<file path="src/rtl/sbc_pkg.sv">
package sbc_pkg;
   // axi4-lite byte offsets
   localparam logic [11:0] SBC_ADDR_CTRL     = 12'h000;
   localparam logic [11:0] SBC_ADDR_STATUS   = 12'h004;
   localparam logic [11:0] SBC_ADDR_SETTINGS = 12'h008;
   localparam logic [11:0] SBC_ADDR_RAW      = 12'h00C;
   localparam logic [11:0] SBC_ADDR_STRAPS   = 12'h010;
   localparam logic [11:0] SBC_ADDR_BOOTOPT  = 12'h014;
   // otp byte addresses
   localparam logic [7:0]  SBC_OTP_BYTE0     = 8'h00;
   localparam logic [7:0]  SBC_OTP_BYTE1     = 8'h01;
   // byte 0 fields
   localparam int          SBC_B0_DBG_BLOCK  = 0;
   localparam int          SBC_B0_SECURE_WLD = 1;
   // byte 1 fields
   localparam int          SBC_B1_DEBUG_OFF  = 0;
   localparam int          SBC_B1_AUTH       = 1;
   localparam int          SBC_B1_KEY_LO     = 2;
   localparam int          SBC_B1_KEY_PKG    = 4;
   // strap fields
   localparam int          SBC_ST_REF_LO     = 5;
   localparam int          SBC_ST_REF_HI     = 7;
   localparam int          SBC_ST_SEL_LO     = 8;
   localparam logic [1:0]  SBC_ST_SEL_XTAL   = 2'h3;
   // extended boot option fields
   localparam int          SBC_EB_SECURE     = 17;
   localparam int          SBC_EB_PLL        = 21;
   // reset values
   localparam logic [7:0]  SBC_RST_BYTE      = 8'h00;
   localparam logic [1:0]  SBC_RST_KEY       = 2'h0;
   // settle time before straps are sampled, after reset release
   localparam int          SBC_SETTLE_NS     = 10;
   localparam int          SBC_CLK_NS        = 5;
   localparam int          SBC_SETTLE_CYC    = (SBC_SETTLE_NS + SBC_CLK_NS - 1) / SBC_CLK_NS;
   localparam logic [3:0]  SBC_SETTLE_LAST   = 4'(SBC_SETTLE_CYC - 1);
   // key size codes
   localparam logic [1:0]  SBC_KEY_NA        = 2'h0;
   localparam logic [1:0]  SBC_KEY_1K        = 2'h1;
   localparam logic [1:0]  SBC_KEY_2K        = 2'h2;
   localparam logic [1:0]  SBC_KEY_4K        = 2'h3;
   // reference clock codes
   localparam logic [1:0]  SBC_REF_BAD       = 2'h0;
   localparam logic [1:0]  SBC_REF_24M       = 2'h1;
   localparam logic [1:0]  SBC_REF_48M       = 2'h2;

   typedef enum logic [2:0] {
      SBC_ST_SETTLE,
      SBC_ST_STRAP,
      SBC_ST_REQ0,
      SBC_ST_REQ1,
      SBC_ST_DONE
   } sbc_state_t;
endpackage

</file>
<file path="src/rtl/sbc_secure_boot_config_decode.sv">
// Local design decisions: the placing of the registers and the AXI4-Lite interface to the registers.
`timescale 1ns/10ps
module sbc_secure_boot_config_decode (
   input  wire logic        clk,
   input  wire logic        rst_b,
   input  wire logic        secure_fuse,
   input  wire logic [10:0] strap_pins,
   input  wire logic [31:0] boot_option,
   output logic [7:0]       otp_addr,
   output logic             otp_req,
   input  wire logic        otp_ack,
   input  wire logic [7:0]  otp_rdata,
   output logic             settings_valid,
   output logic             debug_port_block,
   output logic             secure_world_en,
   output logic             debug_mode_en,
   output logic             boot_auth_req,
   output logic [1:0]       key_size,
   output logic             key_hash_only,
   output logic             secure_boot_en,
   output logic [1:0]       ref_clk_sel,
   output logic             ref_clk_bad,
   output logic             pll_en,
   input  wire logic [31:0] s_axi_awaddr,
   input  wire logic        s_axi_awvalid,
   output logic             s_axi_awready,
   input  wire logic [31:0] s_axi_wdata,
   input  wire logic [3:0]  s_axi_wstrb,
   input  wire logic        s_axi_wvalid,
   output logic             s_axi_wready,
   output logic [1:0]       s_axi_bresp,
   output logic             s_axi_bvalid,
   input  wire logic        s_axi_bready,
   input  wire logic [31:0] s_axi_araddr,
   input  wire logic        s_axi_arvalid,
   output logic             s_axi_arready,
   output logic [31:0]      s_axi_rdata,
   output logic [1:0]       s_axi_rresp,
   output logic             s_axi_rvalid,
   input  wire logic        s_axi_rready
);
   import sbc_pkg::*;

   typedef struct packed {
      sbc_state_t  state;
      logic [3:0]  cnt;
      // pin synchronisers
      logic [10:0] strap_s1;
      logic [10:0] strap_s2;
      logic [1:0]  fuse_s;
      // boot inputs and otp bytes, latched once, and the otp request
      logic [10:0] strap_l;
      logic [31:0] bopt_l;
      logic        sec_l;
      logic [7:0]  byte0;
      logic [7:0]  byte1;
      logic [7:0]  otp_addr;
      logic        otp_req;
      // decoded settings
      logic        valid;
      logic        dbg_block;
      logic        sec_world;
      logic        dbg_en;
      logic        auth;
      logic [1:0]  key;
      logic        hash;
      logic        sb_en;
      logic [1:0]  ref_sel;
      logic        ref_bad;
      logic        pll;
      // axi4-lite slave state
      logic        hold;
      logic        aw_got;
      logic        w_got;
      logic        w_ok;
      logic        aw_ctrl;
      logic        w_en;
      logic        w_bit;
      logic        awready;
      logic        wready;
      logic        bvalid;
      logic [1:0]  bresp;
      logic        arready;
      logic        rvalid;
      logic [31:0] rdata;
      logic [1:0]  rresp;
   } sbc_regs_t;

   sbc_regs_t q;
   sbc_regs_t d;

   function automatic logic [1:0] ref_decode(input logic [10:0] s);
      // 24/48 MHz only valid with xtal source selected
      if (s[SBC_ST_SEL_LO +: 2] != SBC_ST_SEL_XTAL) begin
         return SBC_REF_BAD;
      end
      if (s[SBC_ST_REF_LO] && s[SBC_ST_REF_HI]) begin
         return SBC_REF_24M;
      end
      if (!s[SBC_ST_REF_LO] && !s[SBC_ST_REF_HI]) begin
         return SBC_REF_48M;
      end
      return SBC_REF_BAD;
   endfunction

   // read data comes from registered state only
   function automatic logic [31:0] rd_mux(input sbc_regs_t r, input logic [11:0] a);
      case (a)
         SBC_ADDR_CTRL:     return {31'h00000000, r.hold};
         SBC_ADDR_STATUS:   return {26'h0000000, r.ref_bad, r.sec_l, r.sb_en, r.pll, r.valid,
                                    r.state == SBC_ST_DONE};
         SBC_ADDR_SETTINGS: return {20'h00000, r.ref_sel, r.sb_en, r.pll, r.hash, r.key, r.auth,
                                    r.dbg_en, r.sec_world, r.dbg_block, r.valid};
         SBC_ADDR_RAW:      return {16'h0000, r.byte1, r.byte0};
         SBC_ADDR_STRAPS:   return {21'h000000, r.strap_l};
         SBC_ADDR_BOOTOPT:  return r.bopt_l;
         default:           return 32'h00000000;
      endcase
   endfunction

   // mapped and word aligned; anything else answers slverr
   function automatic logic addr_ok(input logic [11:0] a);
      return (a <= SBC_ADDR_BOOTOPT) && (a[1:0] == 2'h0);
   endfunction

   always_comb begin
      d = q;
      // two flops before any logic reads a strap or fuse pin; boot_option is sampled directly
      d.strap_s1 = strap_pins;
      d.strap_s2 = q.strap_s1;
      d.fuse_s   = {q.fuse_s[0], secure_fuse};
      case (q.state)
         SBC_ST_SETTLE: begin
            // saturate so a long hold cannot wrap the count
            if (q.cnt != 4'hF) begin
               d.cnt = q.cnt + 4'h1;
            end
            // the hold bit would keep the loader here, but reset clears it and no write can set it before straps are taken
            if (q.cnt >= SBC_SETTLE_LAST && !q.hold) begin
               d.state = SBC_ST_STRAP;
            end
         end
         SBC_ST_STRAP: begin
            d.strap_l = q.strap_s2;
            d.bopt_l  = boot_option;
            d.pll     = boot_option[SBC_EB_PLL];
            d.ref_sel = ref_decode(q.strap_s2);
            d.ref_bad = ref_decode(q.strap_s2) == SBC_REF_BAD;
            d.sec_l   = q.fuse_s[1];
            if (q.fuse_s[1]) begin
               d.otp_addr = SBC_OTP_BYTE0;
               d.otp_req  = 1'b1;
               d.state    = SBC_ST_REQ0;
            end else begin
               d.dbg_en = 1'b1;
               d.sb_en  = boot_option[SBC_EB_SECURE];
               d.valid  = 1'b1;
               d.state  = SBC_ST_DONE;
            end
         end
         SBC_ST_REQ0: begin
            // byte 0 in, byte 1 next
            if (otp_ack) begin
               d.byte0    = otp_rdata;
               d.otp_addr = SBC_OTP_BYTE1;
               d.state    = SBC_ST_REQ1;
            end
         end
         SBC_ST_REQ1: begin
            if (otp_ack) begin
               d.byte1     = otp_rdata;
               d.otp_req   = 1'b0;
               d.dbg_block = q.byte0[SBC_B0_DBG_BLOCK];
               d.sec_world = q.byte0[SBC_B0_SECURE_WLD];
               d.dbg_en    = !otp_rdata[SBC_B1_DEBUG_OFF];
               d.auth      = otp_rdata[SBC_B1_AUTH];
               d.key       = otp_rdata[SBC_B1_KEY_LO +: 2];
               d.hash      = otp_rdata[SBC_B1_KEY_PKG];
               if (otp_rdata[SBC_B1_DEBUG_OFF]) begin
                  d.sb_en = 1'b1;
               end else begin
                  d.sb_en = q.bopt_l[SBC_EB_SECURE];
               end
               d.valid     = 1'b1;
               d.state     = SBC_ST_DONE;
            end
         end
         SBC_ST_DONE: begin
            d.state = SBC_ST_DONE;
         end
         default: begin
            d.state = SBC_ST_SETTLE;
         end
      endcase

      // axi4-lite write: address and data in either order
      d.awready = 1'b0;
      d.wready  = 1'b0;
      if (s_axi_awvalid && q.awready) begin
         d.aw_got  = 1'b1;
         // refused addresses still get a response, as slverr
         d.w_ok    = addr_ok(s_axi_awaddr[11:0]);
         d.aw_ctrl = s_axi_awaddr[11:0] == SBC_ADDR_CTRL;
      end
      if (s_axi_wvalid && q.wready) begin
         d.w_got = 1'b1;
         // only byte lane 0 carries the hold bit
         d.w_en  = s_axi_wstrb[0];
         d.w_bit = s_axi_wdata[0];
      end
      if (!q.aw_got && !q.awready && !q.bvalid && s_axi_awvalid) begin
         d.awready = 1'b1;
      end
      if (!q.w_got && !q.wready && !q.bvalid && s_axi_wvalid) begin
         d.wready = 1'b1;
      end
      if (q.aw_got && q.w_got && !q.bvalid) begin
         d.bvalid = 1'b1;
         d.bresp  = q.w_ok ? 2'h0 : 2'h2;
         d.aw_got = 1'b0;
         d.w_got  = 1'b0;
         // applied once both beats are in, whatever their order
         if (q.aw_ctrl && q.w_en) begin
            d.hold = q.w_bit;
         end
      end
      if (q.bvalid && s_axi_bready) begin
         d.bvalid = 1'b0;
      end

      // axi4-lite read: one at a time, rvalid stands until rready
      d.arready = 1'b0;
      if (!q.arready && !q.rvalid && s_axi_arvalid) begin
         d.arready = 1'b1;
      end
      if (s_axi_arvalid && q.arready) begin
         d.rvalid = 1'b1;
         d.rdata  = rd_mux(q, s_axi_araddr[11:0]);
         d.rresp  = addr_ok(s_axi_araddr[11:0]) ? 2'h0 : 2'h2;
      end
      if (q.rvalid && s_axi_rready) begin
         d.rvalid = 1'b0;
      end
   end

   // async reset clears every field, outputs included
   always_ff @(posedge clk or negedge rst_b) begin
      if (!rst_b) begin
         q <= '0;
      end else begin
         q <= d;
      end
   end

   // pll bypass and enabled both supported through pll_en
   assign otp_addr         = q.otp_addr;
   assign otp_req          = q.otp_req;
   assign settings_valid   = q.valid;
   assign debug_port_block = q.dbg_block;
   assign secure_world_en  = q.sec_world;
   assign debug_mode_en    = q.dbg_en;
   assign boot_auth_req    = q.auth;
   assign key_size         = q.key;
   assign key_hash_only    = q.hash;
   assign secure_boot_en   = q.sb_en;
   assign ref_clk_sel      = q.ref_sel;
   assign ref_clk_bad      = q.ref_bad;
   assign pll_en           = q.pll;
   assign s_axi_awready    = q.awready;
   assign s_axi_wready     = q.wready;
   assign s_axi_bresp      = q.bresp;
   assign s_axi_bvalid     = q.bvalid;
   assign s_axi_arready    = q.arready;
   assign s_axi_rdata      = q.rdata;
   assign s_axi_rresp      = q.rresp;
   assign s_axi_rvalid     = q.rvalid;
endmodule

</file>
<file path="config.mk">
export PLATFORM = sky130hd
export DESIGN_NAME = sbc_secure_boot_config_decode
export DESIGN_NICKNAME = d
export VERILOG_FILES = /design/src/rtl/sbc_pkg.sv /design/src/rtl/sbc_secure_boot_config_decode.sv
export SDC_FILE = /design/constraint.sdc
export NUM_CORES = 1
export LEC_CHECK = 0
export ABC_AREA = 1
export BUFFER_PORTS_ARGS = -buffer_cell sky130_fd_sc_hd__buf_4
export CAP_MARGIN = 20
export CORE_MARGIN = 3
export CORE_UTILIZATION = 50
export CTS_BUF_LIST = sky130_fd_sc_hd__clkbuf_4
export DETAILED_ROUTE_END_ITERATION = 12
export PLACE_DENSITY_LB_ADDON = 0.3
export SETUP_SLACK_MARGIN = 0.4
export SYNTH_ARGS = -nofsm -noshare
export SYNTH_HDL_FRONTEND = slang
export SYNTH_SLANG_ARGS = --single-unit
</file>
<file path="constraint.sdc">
create_clock -name clk -period 1.45 [get_ports clk]
set_input_delay 0.0725 -clock clk [delete_from_list [all_inputs] [get_ports clk]]
set_output_delay 0.0725 -clock clk [all_outputs]
set_load 0.02 [all_outputs]
</file>
==> metrics.yaml <==
status: "complete, no violations"
drv_cap: 0
critical_path_class: "flop to flop"
wl_per_cell_um: 18.5
cp.required_ns: 1.90
cts_tree: "yes"
fin_cells: 1174
synth_top_family_by_area: "simple AND/OR/NAND/NOR gates"
htree_levels: 4
grt_remaining_overflow: 0
p_leak_nw: 5.35
start_util_pct: 52.2
ys_ff_latch: 147
synthTopCellsByArea: "dfrtp_1, nand2_1, buf_4"
cp-end-kind: "flop"
startpoint: "q[158]$_DFFE_PN0P_"
grt_pass1_wl_um: 30400
clk_latency_ns: 0.57
grt_pass1_vias: 6217
cp_data_arrival_time_ns: 1.88
endpoint: "q[118]$_DFFE_PN0N_"
drtAntennaViolNets: 0
rsz0062_at_grt: "yes"
clk_pin_slew_ns: 0.12
r2r_cells: 6
dp_slack_ns: 0.118
power_mw: 16.3
synth_most_common_cell: "nand2_1"
fin_ws_ns: 0.0161
syn_inst: 724
synth_warnings: 0
synth_ff_type: "dfrtp_1"
dp.cells: 989
clock_path_buffers: 2
drc: 0
yosys-top-cells-count: "nand2_1, dfrtp_1, nand3_1"
grt_start_max_net_pins: 47
gp_congestion: 0.867
synth_compound_area_share_pct: 5.14
ir_worst_vdd_v: 0.00134
rrSetupSlack_ns: 0.02
drv_slew: 0
avgSynthCellArea_um2: 8.84
yosys.area_share.simple_pct: 26.0
nNetsFinal: 1157
die_w_um: 119
ios: 223
worst_hold_slack_ns: 0.0418
synth-xor-area-share_pct: 0.410
power_density_mw_per_mm2: 1580
syn_area_mm2: 0.00640
routed_wirelength_um: 21700
r2r-end: "q[118]$_DFFE_PN0N_"
dr.pass1.iters: 7
post-route-util_pct: 84.2
stdcell_area_mm2: 0.0103
grtUsageTotal_pct: 27.3
dpl_cell_area_mm2: 0.00754
synth_edf_count: 0
die_y_um: 119
numCtsBuffers: 17
rows: 40
synth_top_area_share_pct: 57.5
antenna_cells: 0
vias: 6225
max_freq_ghz: 0.697
root_buffer: "clkbuf_4"
synthAdderAreaFrac_pct: 0.586
drive_gt1_share_pct: 41.7
ys_seq_area_share_pct: 57.5
postSynth.asyncResetShare_pct: 100
port_buffers: 139
dp_hpwl_um: 11000
fp.dieArea_mm2: 0.0142
path_max_fanout: 7
r2r_start: "q[158]$_DFFE_PN0P_"
ys_types: 33
yosysTopAreaCell: "dfrtp_1"
fin_worst_skew_ns: 0.0123
core_area_mm2: 0.0123
syn_to_final_growth_pct: 61.2
fin_crit_sh_pct: 98.9
min_period_ns: 1.43
fin_setup_tns_ns: 0
viasPerCell: 5.30
antenna_found_initial: 0
cts_sinks: 147
finalHoldViolCount: 0
critPathLaunchType: "flop"
finalSetupViolations: 0
synth_mux_area_share_pct: 0.528
worst_hold_path_type: "input pin to async pin"
drt_iter0_drc: 552
==> logic make-up after synthesis <==
kind of cell / after synthesis
adder cells (fa/ha/maj): 3
multiplexers: 3
AO/OA/AOI/OAI: 60
flip-flops: 147
XOR/XNOR: 3
buffers and inverters: 110
AND/OR/NAND/NOR: 397
other: 1
==> flip-flops by register name, indices dropped and copies added (netlist names), 2 cells and up <==
signal / flops
ref_clk_sel: 2
q: 86
s_axi_rdata: 32
d: 12
==> worst min-delay path by stage <==
stage | from | to | slack [ns]
finish | rst_b | q[106]$_DFFE_PN0N_ | 0.04
floorplan | rst_b | d[131]$_DFF_PN0_ | -0.22
CTS | rst_b | q[103]$_DFFE_PN0N_ | -0.02
global route | rst_b | s_axi_arready$_DFF_PN0_ | 0.05
detailed placement | rst_b | s_axi_rdata[20]$_DFFE_PN0P_ | 0.04
global placement | rst_b | s_axi_rdata[20]$_DFFE_PN0P_ | 0.03
==> power by group <==
group / switching (mW) / total [mW] / internal (mW) / leakage (nW)
Clock: 1.52 / 3.06 / 1.55 / 0.164
Combinational: 3.53 / 6.81 / 3.28 / 3.36
Sequential: 1.07 / 6.39 / 5.32 / 1.83
Total: 6.11 / 16.3 / 10.1 / 5.35
==> layout make-up <==
class / instances / area (um^2)
clock inverters: 13 / 209
repair buffers: 317 / 3180
flip-flops and latches: 147 / 3680
inverters: 36 / 173
multi-input cells: 475 / 2720
clock buffers: 18 / 135
fillers: 652 / 1940
well taps: 168 / 210
==> what timing repair did <==
action / CTS / global route
cloned: 5 / 4
pin swaps: 43 / 39
setup endpoints to repair: 166 / 171
endpoints found under the hold margin: 223 / 0
hold buffers: 73 / 0
resized for setup: 155 / 115
setup buffers: 43 / 29
==> critical path, cell delays in order (launching register included) <==
cell	delay [ns]
dfrtp_1	0.41
inv_2	0.09
nor2_4	0.06
nand2_4	0.18
clkinv_8	0.13
buf_12	0.16
o21ai_0	0.30
==> placed cells by master, fill, tap and decap left out, types with 6 or more instances in the layout <==
cell type	netlist	routed
nor2_4	1	11
dlygate4sd3_1	0	73
nand4_1	6	6
nand2_4	1	35
conb_1	1	9
clkbuf_4	0	18
dfrtp_1	147	142
o21ai_0	32	10
inv_2	4	6
nor2_2	6	7
nand2_2	3	40
o21ai_1	12	18
o21ai_2	0	16
inv_1	32	24
nor2_1	30	19
nand3_1	68	63
buf_6	0	70
nand2_1	274	202
buf_4	53	148
buf_12	0	14
==> per-layer routing <==
layer | global-route usage, % | vias up | share of wire [%]
li1 | - | 2788 | -
met1 | 31.5 | 3028 | 35
met2 | 47.5 | 334 | 53
met3 | 7.36 | 75 | 7.7
met4 | 11.8 | 0 | 3.8
met5 | 0 | - | 0
Power figures use the tool's default switching activity.
